### src/hw/ipt_defines.svh
`ifndef IPT_DEFINES_SVH
`define IPT_DEFINES_SVH

`define IPT_WORD_W        16
`define IPT_ADV_W         2
`define IPT_WORD_RST      16'h0000
`define IPT_ADV_NONE      2'h3
`define IPT_ADV_BOTH      2'h0
`define IPT_ADV_STAGE_B   2'h2
`define IPT_ADV_STAGE_C   2'h1
`define IPT_FLUSH_CYCLES  2'h2
`define IPT_HOLD_LAST     2'h1
`define IPT_HOLD_NONE     2'h0

`endif

### src/hw/ipt_pkg.sv
package ipt_pkg;
    `include "ipt_defines.svh"

    typedef enum logic [2:0] {
        IPT_IND_IDLE  = 3'b001,
        IPT_IND_FETCH = 3'b010,
        IPT_IND_FLUSH = 3'b100
    } ipt_ind_state_t;

    typedef logic [`IPT_WORD_W-1:0] ipt_word_t;
endpackage

### src/hw/ipt_instruction_pipe.sv
`timescale 1ns/1ps
`include "ipt_defines.svh"

module ipt_instruction_pipe
    import ipt_pkg::*;
(
    input  wire logic                   i_mclk,
    input  wire logic                   i_rst_n,
    input  wire logic                   i_fetch,
    input  wire logic                   i_fetch_long,
    input  wire logic                   i_flush,
    input  wire logic                   i_supervisor,
    input  wire logic [2*`IPT_WORD_W-1:0] i_bus_data,
    input  wire logic                   i_consume_c,
    output logic                        o_fetch_indicator_n,
    output logic [`IPT_ADV_W-1:0]       o_pipe_advance_code,
    output logic [`IPT_WORD_W-1:0]      o_immediate_data,
    output logic [`IPT_WORD_W-1:0]      o_residual_opcode,
    output logic                        o_stage_b_valid,
    output logic                        o_stage_c_valid,
    output logic                        o_pipe_ready
);

    ipt_ind_state_t state_ff, nxt_state;
    logic [1:0]     hold_ff, nxt_hold;
    logic           ind_n_ff, nxt_ind_n;
    ipt_word_t      prefetch_primary_reg_ff, nxt_prefetch_primary_reg;
    ipt_word_t      prefetch_secondary_reg_ff, nxt_prefetch_secondary_reg;
    ipt_word_t      initial_decode_reg_ff, nxt_initial_decode_reg;
    ipt_word_t      residual_decode_reg_ff, nxt_residual_decode_reg;
    logic           a_vld_ff, nxt_a_vld;
    logic           l_vld_ff, nxt_l_vld;
    logic           b_vld_ff, nxt_b_vld;
    logic           c_vld_ff, nxt_c_vld;
    logic [`IPT_ADV_W-1:0] adv_ff, nxt_adv;
    logic           adv_b;
    logic           adv_c;
    logic           take;

    function automatic logic [`IPT_ADV_W-1:0] adv_encode(input logic b, input logic c);
        logic [`IPT_ADV_W-1:0] code;
        code = `IPT_ADV_NONE;
        if (b && c) begin
            code = `IPT_ADV_BOTH;
        end else if (b) begin
            code = `IPT_ADV_STAGE_B;
        end else if (c) begin
            code = `IPT_ADV_STAGE_C;
        end
        return code;
    endfunction

    // fetch accepted when the buffer stage can take a whole fetch, or at any time with a flush
    // limitation: a taken fetch blocks the next edge, so plain fetches land at most every other cycle
    assign o_pipe_ready = i_flush || (!a_vld_ff && !l_vld_ff);
    assign take = i_fetch && o_pipe_ready && (i_supervisor || !i_supervisor);

    // indicator sequencer
    always_comb begin
        nxt_state = state_ff;
        nxt_hold  = hold_ff;
        nxt_ind_n = 1'b1;
        if (take && i_flush) begin
            nxt_state = IPT_IND_FLUSH;
            nxt_hold  = `IPT_FLUSH_CYCLES - `IPT_HOLD_LAST;
            nxt_ind_n = 1'b0;
        end else begin
            unique case (state_ff)
                IPT_IND_FLUSH: begin
                    nxt_ind_n = 1'b0;
                    // chained fetch extends low to three
                    // a plain take cannot land in the first flush cycle: stage A is still full
                    if (hold_ff == `IPT_HOLD_LAST) begin
                        nxt_hold  = `IPT_HOLD_NONE;
                        nxt_state = take ? IPT_IND_FETCH : IPT_IND_IDLE;
                    end else begin
                        nxt_state = IPT_IND_IDLE;
                        nxt_ind_n = !take;
                        if (take) begin
                            nxt_state = IPT_IND_FETCH;
                        end
                    end
                end
                IPT_IND_IDLE, IPT_IND_FETCH: begin
                    nxt_ind_n = !take;
                    nxt_state = take ? IPT_IND_FETCH : IPT_IND_IDLE;
                end
                default: begin
                    // illegal code: recover as if idle, never stick low
                    nxt_ind_n = !take;
                    nxt_state = take ? IPT_IND_FETCH : IPT_IND_IDLE;
                end
            endcase
        end
    end

    // queue
    always_comb begin
        nxt_prefetch_primary_reg   = prefetch_primary_reg_ff;
        nxt_prefetch_secondary_reg = prefetch_secondary_reg_ff;
        nxt_initial_decode_reg     = initial_decode_reg_ff;
        nxt_residual_decode_reg    = residual_decode_reg_ff;
        nxt_a_vld = a_vld_ff;
        nxt_l_vld = l_vld_ff;
        nxt_b_vld = b_vld_ff;
        nxt_c_vld = c_vld_ff;
        adv_b = 1'b0;
        adv_c = 1'b0;
        // consume from third stage, refill from second
        if (c_vld_ff && i_consume_c) begin
            nxt_c_vld = 1'b0;
        end
        if (b_vld_ff && (!c_vld_ff || i_consume_c)) begin
            nxt_residual_decode_reg = initial_decode_reg_ff;
            nxt_c_vld = 1'b1;
            nxt_b_vld = 1'b0;
            adv_c     = 1'b1;
        end
        if (!nxt_b_vld) begin
            if (a_vld_ff) begin
                nxt_initial_decode_reg = prefetch_primary_reg_ff;
                nxt_b_vld = 1'b1;
                nxt_a_vld = 1'b0;
                adv_b     = 1'b1;
            end else if (l_vld_ff) begin
                nxt_initial_decode_reg = prefetch_secondary_reg_ff;
                nxt_b_vld = 1'b1;
                nxt_l_vld = 1'b0;
                adv_b     = 1'b1;
            end
        end
        // flush wins over any move this cycle: stale words must not advance
        if (take && i_flush) begin
            nxt_b_vld = 1'b0;
            nxt_c_vld = 1'b0;
            nxt_l_vld = 1'b0;
            adv_b     = 1'b0;
            adv_c     = 1'b0;
        end
        // primary every fetch, secondary only long
        if (take) begin
            nxt_prefetch_primary_reg = i_bus_data[2*`IPT_WORD_W-1:`IPT_WORD_W];
            nxt_a_vld = 1'b1;
            if (i_fetch_long) begin
                nxt_prefetch_secondary_reg = i_bus_data[`IPT_WORD_W-1:0];
                nxt_l_vld = 1'b1;
            end
        end
    end

    // advance reported each cycle
    // registered with the stage valids so the code and the load line up
    assign nxt_adv = adv_encode(adv_b, adv_c);

    // indicator group: only registers the sequencer's next values
    always_ff @(posedge i_mclk) begin
        if (!i_rst_n) begin
            state_ff <= IPT_IND_IDLE;
            hold_ff  <= `IPT_HOLD_NONE;
            ind_n_ff <= 1'b1;
        end else begin
            state_ff <= nxt_state;
            hold_ff  <= nxt_hold;
            ind_n_ff <= nxt_ind_n;
        end
    end

    // queue group: storage, valids and the advance report
    always_ff @(posedge i_mclk) begin
        if (!i_rst_n) begin
            prefetch_primary_reg_ff   <= `IPT_WORD_RST;
            prefetch_secondary_reg_ff <= `IPT_WORD_RST;
            initial_decode_reg_ff     <= `IPT_WORD_RST;
            residual_decode_reg_ff    <= `IPT_WORD_RST;
            a_vld_ff                  <= 1'b0;
            l_vld_ff                  <= 1'b0;
            b_vld_ff                  <= 1'b0;
            c_vld_ff                  <= 1'b0;
            adv_ff                    <= `IPT_ADV_NONE;
        end else begin
            prefetch_primary_reg_ff   <= nxt_prefetch_primary_reg;
            prefetch_secondary_reg_ff <= nxt_prefetch_secondary_reg;
            initial_decode_reg_ff     <= nxt_initial_decode_reg;
            residual_decode_reg_ff    <= nxt_residual_decode_reg;
            a_vld_ff                  <= nxt_a_vld;
            l_vld_ff                  <= nxt_l_vld;
            b_vld_ff                  <= nxt_b_vld;
            c_vld_ff                  <= nxt_c_vld;
            adv_ff                    <= nxt_adv;
        end
    end

    assign o_fetch_indicator_n = ind_n_ff;
    assign o_pipe_advance_code = adv_ff;
    assign o_immediate_data    = initial_decode_reg_ff;
    assign o_residual_opcode   = residual_decode_reg_ff;
    assign o_stage_b_valid     = b_vld_ff;
    assign o_stage_c_valid     = c_vld_ff;

endmodule

### config.mk
export PLATFORM = sky130hd
export DESIGN_NAME = ipt_instruction_pipe
export DESIGN_NICKNAME = d
export VERILOG_FILES = /design/src/hw/ipt_pkg.sv /design/src/hw/ipt_instruction_pipe.sv
export VERILOG_INCLUDE_DIRS = /design/src /design/src/hw
export SDC_FILE = /design/constraint.sdc
export NUM_CORES = 1
export LEC_CHECK = 0
export BUFFER_PORTS_ARGS = -buffer_cell sky130_fd_sc_hd__buf_2
export CORE_MARGIN = 10
export CORE_UTILIZATION = 50
export CTS_CLUSTER_SIZE = 8
export DETAILED_ROUTE_END_ITERATION = 8
export PLACE_DENSITY_LB_ADDON = 0.12
export SYNTH_ARGS = -nofsm -noshare
export SYNTH_HDL_FRONTEND = slang
export SYNTH_SLANG_ARGS = --single-unit
### constraint.sdc
create_clock -name i_mclk -period 1.9 [get_ports i_mclk]
set_clock_uncertainty 0.2 [all_clocks]
set_input_delay 0.19 -clock i_mclk [delete_from_list [all_inputs] [get_ports i_mclk]]
set_output_delay 0.19 -clock i_mclk [all_outputs]
set_load 0.05 [all_outputs]
==> results.cfg, run 1 <==
[placed_design]
gp_congestion = 0.7080
dp.cells = 458
portBuffers = 75
dpl.hpwl_mm = 5.035
place_ws_ps = 305.1
placed_area_um2 = 3480

[detailed_routing]
drcViolationCount = 0
antenna_left = 0
drt_iter0_markers = 96
post_drt_via_cell_ratio = 5.091
detail_route.wirelength_mm = 7.553
vias = 2586
detail_route.wl_per_cell_um = 14.87
drt-pass1-iter-count = 4

[clock_network]
cts_htree_levels = 3
clk-insertion-delay-late_ps = 330
postCtsSetupBuffers = 0
path_clk_slew_ps = 70
cts-root-buf = clkbuf_8
numCtsBuffers = 9
cts_tree = done
ctsLongestPathBuffers = 2
cts.sinks = 75

[worst_hold_path]
hold_path.class = in -> reg
hold_start = i_fetch_long

[sta]
fin_setup_tns_ps = 0
max_clock_freq_mhz = 553.2
rsz0062_at_grt = false
holdWs_ps = 49.11
fin_ws_ps = 92.26
setup_viol = 0
hold_violations = 0
drv_slew = 0
timing.slew.headroom = 0.5589
min_period_ps = 1808
worst_pin_slew_ps = 661.6
post-route-period-util = 0.9514

[floorplan]
row_count = 28
fp.coreArea_um2 = 5991
die-area_um2 = 9836
initial_core_util = 0.5232
fp.dieW_um = 99.18
boundaryPins = 77
die_h_um = 99.18

[critical_path]
critPathKind = reg -> out
cp_max_fo = 9
r2r_start = a_vld_ff$_SDFFE_PN0P_
end_kind = output pin
cp_data_arrival_time_ps = 1420
startpoint = a_vld_ff$_SDFFE_PN0P_
critPathMaxStageDelay_ps = 370
slowest_stage = or2_1
cp_data_required_time_ps = 1510
crit_path_cell_trace = or2_1 -> nand2b_1 -> clkbuf_4
critPathLaunchType = flop

[yosys]
netlist_area_um2 = 3134
synth_mux_area_frac = 0.1533
synth_fp_nets = 364
yosysTopAreaCell = dfxtp_1
synth_top_family_by_area = compound AO/OA/AOI/OAI gates
synth_cell_types = 34
synthFlopType = dfxtp_1
syn_area_per_cell_um2 = 9.644
synthTopCellsByArea = dfxtp_1 48%, mux2i_1 15%, nand2_1 8.0%
postSynthCellCount = 325
synth_compound_area_frac = 0.1693
async_reset_ff_frac = 0
ys_seq_area_frac = 0.4790
yosys.area_share.simple = 0.1289
yosys.area_share.adder = 0
ys_ff_latch = 75
yosys_warnings = 0
yosysTopAreaCellShare = 0.4790
synth_xor_area_frac = 0
synth-edff-count = 0

[global_route]
antenna_found_initial = 0
grt_pass1_wl_mm = 12.46
grt_overflow = 0
grt_pass1_vias = 2490
track_usage = 0.1512
grt_max_degree = 68

[power_and_ir_drop]
p_sw_frac = 0.2668
cellPowerDensity_nw_per_um2 = 898.2
p_total_mw = 3.630
power_frac_seq = 0.474
clock_power_share = 0.359
combPwrFrac = 0.167
ir_drop_uv = 484.8
p_int_mw = 2.661
switchingPower_mw = 0.9684
p_leak_nw = 1.691

[cells_and_area]
drive_gt1_frac = 0.2748
instances_no_fill = 508
diodes = 0
layout_commonest_cell = dfxtp_1
final_nets = 468
area_growth_pct = 28.94
fin_area_um2 = 4041
final_core_util = 0.6746
layout_common_cells = 75 x dfxtp_1, 74 x buf_2, 67 x nand2_1

[status]
outcome = finished, final reports clean

[run]
cap_violations = 0
## state kept, by name (all words and copies together) (netlist names)
signal                     flops
o_immediate_data              16
o_residual_opcode             16
prefetch_primary_reg_ff       16
prefetch_secondary_reg_ff     16
state_ff                       3
o_pipe_advance_code            2
a_vld_ff                       1
hold_ff                        1
l_vld_ff                       1
o_fetch_indicator_n            1
o_stage_b_valid                1
o_stage_c_valid                1
## cell type report
type | instances | area (um2)
Clock buffer | 13 | 148.9
Clock inverter | 2 | 60.06
Fill cell | 479 | 1949
Inverter | 3 | 11.26
Multi-Input combinational cell | 219 | 1415
Sequential cell | 75 | 1501
Tap cell | 75 | 93.84
Timing Repair Buffer | 121 | 810.8
## cell families after synthesis
kind of cell | after synthesis
and+or+nand+nor | 95
AOI/OAI and AO/OA | 76
DFF | 75
muxes | 48
buffers and inverters | 31
## critical path, delay by kind of cell, from the launching register on
kind	cells	cell delay, ps
buffers and inverters	1	240
flip-flops	1	340
AND/OR/NAND/NOR	2	510
## cell usage after synthesis, types with 5 or more instances
cell      number
a211oi_1       7
a211oi_2       9
a21oi_1       26
a21oi_2        9
buf_2          6
buf_4          5
clkbuf_1       8
dfxtp_1       75
mux2i_1       48
nand2_1       67
nand3_1       18
o21ai_0       18
## path summary, 6_finish.rpt
path	to	slack [ps]	cells past startpoint
worst min-delay path	l_vld_ff$_SDFF_PN0_	50	3
worst max-delay path	o_pipe_ready	90	3
worst min register to register	prefetch_primary_reg_ff[4]$_SDFFE_PN0P_	260	2
worst max register to register	state_ff[1]$_SDFF_PP0_	180	4
## what timing repair did
action / in CTS / in global routing
hold buffers: 35 / 0
hold endpoints to repair: 36 / 0
resized for setup: 0 / 1
setup endpoints to repair: 0 / 1
## power by group through the flow
stage	sequential [mW]	clock (mW)	combinational, mW
final	1.72	1.30	0.606
after global routing	1.73	1.40	0.656
after CTS	1.72	1.32	0.607
after detailed placement	1.75	0	0.550
after global placement	1.75	0	0.544
after floorplan	1.89	0	0.294
## per-layer routing
| layer | global-route usage | vias up | wire (um) |
|---|---|---|---|
| met5 | 0 | - | 0 |
| met4 | 0.04300 | 0 | 78 |
| met3 | 0.05260 | 9 | 483 |
| met2 | 0.2124 | 60 | 3265 |
| met1 | 0.2123 | 1187 | 3725 |
| li1 | - | 1330 | - |
(Power assumes the default switching activity.)
==> run 2, diff against run 1 <==
--- a/config.mk
+++ b/config.mk
@@ -12,6 +12,8 @@
 export CTS_CLUSTER_SIZE = 8
 export DETAILED_ROUTE_END_ITERATION = 8
 export PLACE_DENSITY_LB_ADDON = 0.12
+export RECOVER_POWER = 50
+export SETUP_SLACK_MARGIN = 0.4
 export SYNTH_ARGS = -nofsm -noshare
 export SYNTH_HDL_FRONTEND = slang
 export SYNTH_SLANG_ARGS = --single-unit
==> run 2 against run 1 <==
Clock-buffer cell count is 1 lower; die area stayed put; worst setup slack better by 150 ps; clock power is 11% lower; register-to-register slack better by 60 ps; core utilization is 1.5 points higher; critical path type is now reg -> reg; largest cell class unchanged; largest power group unchanged.
==> results.cfg, run 2 (same netlist as run 1, synthesis figures left out) <==
[placed_design]
portBuffers = 75
dp.cells = 460
gp_congestion = 0.7416
dpl.hpwl_mm = 5.135

[cells_and_area]
instances_no_fill = 516
fill_cells = 475
layout_common_cells = 72 x dfxtp_1, 67 x nand2_1, 47 x mux2i_1
final_core_util = 0.6892
layout_commonest_cell = dfxtp_1
area_growth_pct = 31.74
diodes = 0
final_nets = 475
drive_gt1_frac = 0.2268

[sta]
fin_setup_tns_ps = 0
max_clock_freq_mhz = 601.9
hold_violations = 0
post-route-period-util = 0.8744
min_period_ps = 1661
timing.slew.headroom = 0.5846
setup_viol = 0
worst_pin_slew_ps = 625.8
rsz0062_at_grt = true
drv_slew = 0

[worst_hold_path]
hold_path.class = in -> reg
hold_depth = 3

[global_route]
grt_pass1_wl_mm = 12.75
grt_pass1_vias = 2574
grt_overflow = 0
antenna_found_initial = 0
grt_max_degree = 37
track_usage = 0.1548

[detailed_routing]
antenna_left = 0
drt_iter0_markers = 107
detail_route.wl_per_cell_um = 15.44
post_drt_via_cell_ratio = 5.149
drcViolationCount = 0
drt-pass1-iter-count = 4
detail_route.wirelength_mm = 7.968
vias = 2657

[power_and_ir_drop]
combPwrFrac = 0.182
p_total_mw = 3.519
p_int_mw = 2.496
ir_drop_uv = 589.9
p_sw_frac = 0.2907
p_leak_nw = 1.606
switchingPower_mw = 1.023
cellPowerDensity_nw_per_um2 = 852.2
clock_power_share = 0.329
power_frac_seq = 0.489

[critical_path]
cp_data_required_time_ps = 1960
critPathKind = reg -> reg
crit_path_cell_trace = nor2_1 -> clkbuf_1 -> o21a_4 -> buf_6 -> mux2i_2
cp_data_arrival_time_ps = 1720
path_buf_inv = 2
crit_cells = 5
critPathTopFamily = buffers and inverters
cp_max_fo = 7
end_kind = flop
reg2reg_depth = 5
r2r_slack_ps = 240
slowest_stage = dfxtp_1
critPathMaxStageDelay_ps = 360
critPathLaunchType = flop

[floorplan]
fp.dieW_um = 99.18
die_h_um = 99.18
fp.coreArea_um2 = 5991
die-area_um2 = 9836
row_count = 28
initial_core_util = 0.5232
boundaryPins = 77

[clock_network]
cts.sinks = 75
cts-root-buf = clkbuf_8
cts_tree = done
numCtsBuffers = 9
clk-insertion-delay-late_ps = 340
cts_htree_levels = 3
path_clk_slew_ps = 70
ctsLongestPathBuffers = 2

[status]
outcome = finished, final reports clean

[run]
cap_violations = 0
-- run 2: cell count changes in the layout (fill, tap and decap cells not counted), sizes merged --
cell,before,now
clkinv,0,3
clkinvlp,0,1
buf,85,55
bufinv,2,0
clkbuf,14,50
-- run 2: through the flow --
stage / setup slack (ps) / hold slack (ps) / instance area, um2
finish: 238.7 / 28.08 / 4129
global route: 170.1 / 32.40 / 4129
CTS: 343.8 / 26.52 / 4094
detailed placement: 331.3 / 241.3 / 3522
global placement: 348.9 / 236.6 / 3522
floorplan: 416.1 / 69.31 / 3153
-- run 2: final cells by class --
cell class,instances,area (um2),share of cell area
well taps,75,93.84,0.02273
inverters,3,11.26,0.002727
clock buffers,12,166.4,0.04030
multi-input cells,219,1443,0.3494
clock inverters,4,22.52,0.005455
repair buffers,128,882.1,0.2136
flip-flops and latches,75,1510,0.3658
-- run 2: worst min-delay path: cells and delay by family --
family	cells	cell delay [ps]
buffers and inverters	1	160
AOI/OAI and AO/OA	1	120
and+or+nand+nor	1	60
-- run 2: power by group through the flow --
stage	Combinational, mW	Clock [mW]	Sequential [mW]
finish	0.640	1.16	1.72
global route	0.688	1.24	1.73
CTS	0.625	1.17	1.72
detailed placement	0.554	0	1.76
global placement	0.546	0	1.76
floorplan	0.298	0	1.89
-- run 2: metal layers --
metal,global-route usage,up-vias,routed length (um)
met5,0,-,0
met2,0.2290,75,3561
met4,0.03969,0,83
met3,0.06298,13,566
li1,-,1348,-
met1,0.2039,1221,3757
-- run 2: final timing paths --
path                                              start                                    endpoint
max reg2reg                       a_vld_ff$_SDFFE_PN0P_    prefetch_primary_reg_ff[14]$_SDFFE_PN0P_
min reg2reg  prefetch_secondary_reg_ff[14]$_SDFFE_PN0P_  prefetch_secondary_reg_ff[14]$_SDFFE_PN0P_
max                               a_vld_ff$_SDFFE_PN0P_    prefetch_primary_reg_ff[14]$_SDFFE_PN0P_
min                                             i_flush           o_pipe_advance_code[0]$_SDFF_PN1_
-- run 2: what timing repair did --
action / CTS / global route
pin swaps: 1 / 0
buffers inserted: 2 / 2
resized for setup: 8 / 15
cloned: 0 / 1
hold buffers: 35 / 0
endpoints found under the hold margin: 37 / 0
endpoints found under the setup margin: 23 / 65
